--- src/include/mda_pkg.sv ---
// Constants for the on-board memory decode and auto-start block
package mda_pkg;
    localparam int          ADDR_W        = 16;
    localparam int          DATA_W        = 8;
    localparam logic [7:0]  CTRL_PORT     = 8'h7f;
    localparam int          SW_OUT_BIT    = 1;
    localparam int          HSK_BIT       = 0;
    localparam logic        SW_OUT_RST    = 1'b0;
    localparam logic        HSK_RST       = 1'b0;
    localparam logic        REDIR_RST     = 1'b1;
    localparam int          BOUND_LSB     = 12;
    localparam int          KB_LSB        = 10;
    localparam logic [3:0]  BOUND_ZERO    = 4'h0;
    localparam logic [2:0]  HI_DEFAULT    = 3'h7;
    localparam logic [1:0]  SZ_1K         = 2'h0;
    localparam logic [1:0]  SZ_2K         = 2'h1;
    localparam logic [1:0]  SZ_4K         = 2'h2;
    localparam logic [1:0]  SZ_8K         = 2'h3;
    localparam logic [2:0]  RAM_SLOT      = 3'h7;
    localparam logic [1:0]  SOCK3         = 2'h3;
    localparam logic [7:0]  RSVD_READ     = 8'h00;
endpackage : mda_pkg

--- src/hdl/mda_decode.sv ---
// On-board memory decode, memory switch-out and auto-start redirection
`timescale 1ns/1ns
module mda_decode
    import mda_pkg::*;
#(
    parameter logic [2:0] START_HI = HI_DEFAULT
)(
    // Clock and reset
    input  wire logic                      clk,
    input  wire logic                      rst_n,
    input  wire logic                      clk_en,
    // Processor bus
    input  wire logic [mda_pkg::ADDR_W-1:0] cpu_addr,
    input  wire logic [mda_pkg::DATA_W-1:0] cpu_wdata,
    input  wire logic                      mem_rd,
    input  wire logic                      mem_wr,
    input  wire logic                      io_rd,
    input  wire logic                      io_wr,
    // Jumper straps
    input  wire logic                      start_lo_sel,
    input  wire logic                      start_hi_ovr,
    input  wire logic [2:0]                start_hi_val,
    input  wire logic [1:0]                chip_size,
    input  wire logic [2:0]                bank_sel,
    input  wire logic [7:0]                slot_fit,
    // Status into board_memory_switch_control read
    input  wire logic                      out_reply,
    input  wire logic                      in_avail_n,
    // Decode results
    output      logic [mda_pkg::ADDR_W-1:0] eff_addr,
    output      logic [3:0]                rom_sel,
    output      logic                      ram_sel,
    output      logic                      onboard_rd,
    output      logic                      ext_wr_en,
    output      logic                      ext_rd_en,
    // Board_memory_switch_control state
    output      logic [mda_pkg::DATA_W-1:0] port_rdata,
    output      logic                      mem_off,
    output      logic                      out_strobe,
    output      logic                      redirect
);

    ////////////////////////////////////////////////////////////////////////////
    logic          sw_off_ff;
    logic          hsk_ff;
    logic          redir_ff;
    logic          nxt_sw_off;
    logic          nxt_hsk;
    logic          nxt_redir;
    logic [3:0]    bound;
    logic [3:0]    hi_bits;
    logic          port_hit;
    logic          port_wr;
    logic          port_rd;
    logic [15:0]   map_addr;
    logic [2:0]    slot;
    logic          in_bank;
    logic [1:0]    sock;
    logic [7:0]    slot_hit;
    logic          any_hit;

    // Default boundary is E000/F000; override straps allow any 4K start
    assign hi_bits  = start_hi_ovr ? {start_hi_val, start_lo_sel} : {START_HI, start_lo_sel};
    assign bound    = hi_bits;
    assign port_hit = (cpu_addr[7:0] == CTRL_PORT);
    assign port_wr  = io_wr && port_hit;
    assign port_rd  = io_rd && port_hit;

    // Zero start never redirects, so the entry sequence is optional there
    assign nxt_redir  = port_rd ? 1'b0 : redir_ff;
    assign nxt_sw_off = port_wr ? cpu_wdata[SW_OUT_BIT] : sw_off_ff;
    assign nxt_hsk    = port_wr ? cpu_wdata[HSK_BIT] : hsk_ff;

    always_ff @(posedge clk)
    begin
        if (!rst_n)
        begin
            sw_off_ff <= SW_OUT_RST;
            hsk_ff    <= HSK_RST;
            redir_ff  <= REDIR_RST;
        end
        else if (clk_en)
        begin
            sw_off_ff <= nxt_sw_off;
            hsk_ff    <= nxt_hsk;
            redir_ff  <= nxt_redir;
        end
    end

    ////////////////////////////////////////////////////////////////////////////
    // Only memory reads are forced; the fetch path is all that matters at entry
    assign redirect = redir_ff && (bound != BOUND_ZERO);
    assign map_addr = (redirect && mem_rd) ? {bound, cpu_addr[BOUND_LSB-1:0]} : cpu_addr;
    assign eff_addr = map_addr;

    // Bank/slot by chip size: slot index is three address bits above the chip size
    always_comb
    begin
        slot    = 3'h0;
        in_bank = 1'b0;
        case (chip_size)
            SZ_1K:
            begin
                slot    = map_addr[12:10];
                in_bank = (map_addr[15:13] == bank_sel);
            end
            SZ_2K:
            begin
                slot    = map_addr[13:11];
                in_bank = (map_addr[15:14] == bank_sel[1:0]);
            end
            SZ_4K:
            begin
                slot    = map_addr[14:12];
                in_bank = (map_addr[15] == bank_sel[0]);
            end
            SZ_8K:
            begin
                slot    = map_addr[15:13];
                in_bank = 1'b1;
            end
            default:
            begin
                slot    = 3'h0;
                in_bank = 1'b0;
            end
        endcase
    end

    // Slots 0-2 and 4-6 are sockets 0-2, slot 3 is socket 3, slot 7 the RAM
    genvar gi;
    generate
        for (gi = 0; gi < 8; gi++)
        begin : g_slot
            assign slot_hit[gi] = in_bank && (slot == 3'(gi)) && slot_fit[gi] && !sw_off_ff;
        end
    endgenerate

    assign sock    = slot[1:0];
    assign any_hit = |slot_hit;

    // RAM decodes only its 1K in larger slots, so it repeats across the slot
    assign ram_sel = slot_hit[RAM_SLOT] && (mem_rd || mem_wr);

    generate
        for (gi = 0; gi < 4; gi++)
        begin : g_rom
            assign rom_sel[gi] = mem_rd && any_hit && (slot != RAM_SLOT) && (sock == 2'(gi));
        end
    endgenerate

    assign onboard_rd = mem_rd && any_hit;
    assign ext_rd_en  = mem_rd && !any_hit;
    // RAM writes go to the bus too; ROM writes stay off the bus
    assign ext_wr_en  = mem_wr && !(any_hit && (slot != RAM_SLOT));

    // Read of board_memory_switch_control: handshake status bits in the low lanes
    assign port_rdata = {RSVD_READ[7:2], in_avail_n, out_reply};
    assign mem_off    = sw_off_ff;
    assign out_strobe = hsk_ff;

    ////////////////////////////////////////////////////////////////////////////
    a_switch_write: assert property (@(posedge clk) disable iff (!rst_n)
        (rst_n && clk_en && port_wr) |=> (mem_off == $past(cpu_wdata[SW_OUT_BIT])))
        else $error("switch bit not taken from write");
    a_hsk_write: assert property (@(posedge clk) disable iff (!rst_n)
        (rst_n && clk_en && port_wr) |=> (out_strobe == $past(cpu_wdata[HSK_BIT])))
        else $error("handshake latch not taken from write");
    a_off_no_hit: assert property (@(posedge clk) disable iff (!rst_n)
        mem_off |-> (!ram_sel && rom_sel == 4'h0 && !onboard_rd))
        else $error("on-board memory answered while switched out");
    a_ram_wr_bus: assert property (@(posedge clk) disable iff (!rst_n)
        (ram_sel && mem_wr) |-> ext_wr_en)
        else $error("RAM write not passed to bus");
    a_reset_state: assert property (@(posedge clk)
        !rst_n |=> (!mem_off && (redirect == (bound != BOUND_ZERO))))
        else $error("reset state wrong");
    a_redir_addr: assert property (@(posedge clk) disable iff (!rst_n)
        (redirect && mem_rd) |-> (eff_addr == {bound, cpu_addr[11:0]}))
        else $error("redirected address wrong");
    a_redir_clear: assert property (@(posedge clk) disable iff (!rst_n)
        (rst_n && clk_en && port_rd) |=> !redirect ##1 !redirect)
        else $error("port read did not clear redirection");
    a_zero_start: assert property (@(posedge clk) disable iff (!rst_n)
        (bound == BOUND_ZERO) |-> (!redirect && eff_addr == cpu_addr))
        else $error("zero start redirected");
    a_default_start: assert property (@(posedge clk) disable iff (!rst_n)
        !start_hi_ovr |-> (bound[3:1] == START_HI && bound[0] == start_lo_sel))
        else $error("default start not E000/F000");
    a_onboard_wins: assert property (@(posedge clk) disable iff (!rst_n)
        onboard_rd |-> !ext_rd_en)
        else $error("external read enabled over on-board memory");
    a_switch_hold: assert property (@(posedge clk) disable iff (!rst_n)
        (rst_n && !port_wr) |=> $stable(mem_off))
        else $error("switch bit moved without a write");

endmodule : mda_decode

--- config.mk ---
export PLATFORM = sky130hd
export DESIGN_NAME = mda_decode
export DESIGN_NICKNAME = d
export VERILOG_FILES = /design/src/include/mda_pkg.sv /design/src/hdl/mda_decode.sv
export SDC_FILE = /design/constraint.sdc
export NUM_CORES = 1
export LEC_CHECK = 0
export BUFFER_PORTS_ARGS = -buffer_cell sky130_fd_sc_hd__buf_4
export CAP_MARGIN = 15
export CORE_MARGIN = 2
export CORE_UTILIZATION = 38
export DETAILED_ROUTE_END_ITERATION = 8
export PLACE_DENSITY = 0.9
export SETUP_SLACK_MARGIN = 0.4
export SKIP_CTS_REPAIR_TIMING = 1
export SYNTH_ARGS = -nofsm -noshare
export SYNTH_HDL_FRONTEND = slang
export SYNTH_SLANG_ARGS = --single-unit
export TNS_END_PERCENT = 10
--- constraint.sdc ---
create_clock -name clk -period 4.2 [get_ports clk]
set_input_delay 0.84 -clock clk [delete_from_list [all_inputs] [get_ports clk]]
set_output_delay 0.84 -clock clk [all_outputs]
set_load 0.1 [all_outputs]
==> flow_summary_export.csv <==
group,metric,value,unit
run_status,outcome,"complete, no violations",
route,wl,3.66,mm
floorplan,fp.dieH,54.8,um
cells_and_area,final_cells,230,
timing,post-route-period-util,0.967,
critical_path,r2r-start,"redir_ff",
cells_and_area,final_nets,252,
job,maxCapViolations,0,
critical_path,crit_chain,"buf_12 > and2_4 > a22oi_2 > bufinv_8 > mux4_2 > a2111o_1 > o211a_1 > a22oi_4 > buf_6 > nor2b_4 > buf_12",
timing,setup_viol,0,
grt,grt_start_max_net_pins,14,
place,pre_cts_ws,0.0904,ns
yosys,yosysUniqueCellTypes,53,
pwr,p_total,0.443,mW
critical_path,cpMaxStageDelayCell,"mux4_2",
grt,grt_antenna_before_repair,0,
timing,rsz0062_at_grt,"true",
clocking,numCtsBuffers,3,
floorplan,row_count,18,
critical_path,crit_path_frequent_cell,"buf_12",
cells_and_area,drive_above_1_share,0.580,
route,num_vias,1293,
grt,grt.total_usage,0.212,
critical_path,cp-end-kind,"output port",
clocking,cts_buffer_depth,2,
critical_path,max_stage_delay,0.51,ns
critical_path,reg2reg_setup_slack,3.50,ns
yosys,ys.flop_type,"dfxtp_1",
critical_path,arrival,3.22,ns
place,place_inst,213,
route,drcViolationCount,0,
route,viasPerCell,5.62,
route,wire_per_inst,15.9,um
clocking,htree_levels,1,
timing,hold_violations,0,
yosys,synth.avg_cell_area,7.49,um2
clocking,cts_tree,"done",
route,drt_first_pass_iters,4,
critical_path,cp_top_family,"compound AO/OA/AOI/OAI gates",
pwr,power_density,248,nW/um2
critical_path,critical_path_class,"primary input to output port",
critical_path,critPathMaxFanout,5,
place,gp_congestion,0.851,
grt,grt_pass1_vias,1113,
floorplan,die_w,54.8,um
clocking,insertion_delay,0.24,ns
timing,worstMarginPinSlew,0.501,ns
yosys,netlist_area,981,um2
critical_path,rr_worst_depth,2,
timing,relSlewSlack,0.665,
floorplan,core,2450,um2
timing,finalMaxSlewViolations,0,
clocking,clockRootBuffer,"clkbuf_4",
yosys,syn_inst,131,
timing,fin_worst_skew,0,ns
critical_path,cp-startpoint,"mem_rd",
critical_path,worstSetupEndpoint,"onboard_rd",
critical_path,cp_num_cells,11,
place,portBuffers,65,
cells_and_area,n_antenna_cell,0,
cells_and_area,mostFrequentLayoutCells,"71 x buf_4, 10 x nand2_1, 9 x mux2i_1",
yosys,synth_edf_count,0,
floorplan,pin_count,86,
critical_path,required,3.36,ns
grt,grt_pass1_wl,4.71,mm
route,drt_iter0_drc,31,
yosys,ys_ff_latch,3,
pwr,ir_drop,0.000195,V
place,hpwl,2.42,mm
timing,setup_tns,0,ns
floorplan,start_util,0.400,
min_path,hold_path.class,"register to register",
timing,timing.final.ws_setup,0.141,ns
route,ant_nets,0,
timing,fin_crit,4.06,ns
clocking,clk_pin_slew_worst_paths,0.04,ns
yosys,yosysSeqAreaShare,0.0612,
yosys,synthArstFlopShare,0,
critical_path,crit_path_start_kind,"primary input",
critical_path,cp.buffers_inverters,4,
yosys,yosys_warnings,0,
timing,max_clock_freq,246,MHz
critical_path,reg2reg_to,"redir_ff",
grt,gr-total-overflow,0,
clocking,cts.sinks,3,
pwr,cellLeakagePower,0.858,nW
floorplan,die-area,3000,um2
timing,hold-worst-slack,0.534,ns
cells_and_area,area_growth,82.5,%
cells_and_area,mostFrequentLayoutCell,"buf_4",
==> routing by layer <==
| metal | vias to the layer above | track usage | wire length [um] |
|---|---|---|---|
| li1 | 606 | - | - |
| met1 | 611 | 0.260 | 1390 |
| met2 | 72 | 0.367 | 1940 |
| met3 | 4 | 0.0355 | 290 |
| met4 | 0 | 0.0750 | 34 |
| met5 | - | 0 | 0 |
==> worst min path at each step <==
stage,startpoint,endpoint,slack [ns],cells after the start
6_report,out_strobe,out_strobe,0.53,2
5_1_grt,out_strobe,out_strobe,0.59,2
4_1_cts,out_strobe,out_strobe,0.54,2
3_5_place_dp,out_strobe,out_strobe,0.51,2
3_3_place_gp,out_strobe,out_strobe,0.51,2
2_1_floorplan,redir_ff,redir_ff,0.50,2
==> state kept, by name (all words and copies together), names as in the netlist <==
signal / count
redir_ff: 1
mem_off: 1
out_strobe: 1
==> logic make-up after synthesis <==
group	Yosys count	share of synthesized area
buffers and inverters	31	0.203
other	1	0.00382
AND/OR/NAND/NOR	49	0.278
multiplexers	12	0.138
AO/OA/AOI/OAI	33	0.298
XOR/XNOR	2	0.0179
flip-flops	3	0.0612
==> tightest hold or removal path, delay by kind of cell, from the launching register on <==
kind / cells / cell delay [ns]
flip-flops: 1 / 0.31
multiplexers: 1 / 0.12
AND/OR/NAND/NOR: 1 / 0.06
==> cell usage after synthesis (2+ instances only) <==
library cell	number	area (um2)
and2_1	2	12.5
a221oi_1	2	17.5
mux2i_1	9	90.1
o21a_1	2	15.0
nand2_1	10	37.5
nor3_1	2	10.0
nor2_1	8	30.0
dfxtp_1	3	60.1
nor2b_1	3	18.8
nor4b_1	2	17.5
nand3_1	6	30.0
o221ai_1	2	17.5
a41oi_1	2	17.5
nand2b_1	3	18.8
buf_4	22	165
mux2_2	2	22.5
xnor2_1	2	17.5
clkbuf_1	3	11.3
a21boi_0	2	15.0
a211o_1	2	17.5
o211a_1	2	20.0
or3_1	3	18.8
inv_1	5	18.8
a21oi_1	3	15.0
==> through the flow <==
stage | util | area, um2
finish | 0.729 | 1790
global placement | 0.601 | 1480
detailed placement | 0.601 | 1480
floorplan | - | 1080
CTS | 0.612 | 1500
global route | 0.729 | 1790
==> power by group <==
group	switching, mW	total, mW	leakage, nW	internal [mW]
logic	0.226	0.361	0.819	0.135
clock network	0.0182	0.0540	0.0150	0.0358
registers	0.0000389	0.0287	0.0242	0.0287
==> layout make-up <==
class	count	area, um2
Clock buffer	4	26.3
Multi-Input combinational cell	102	883
Timing Repair Buffer	85	747
Fill cell	183	664
Sequential cell	3	60.1
Tap cell	30	37.5
Inverter	6	36.3
Note: power is estimated with default switching activity, not from simulation.
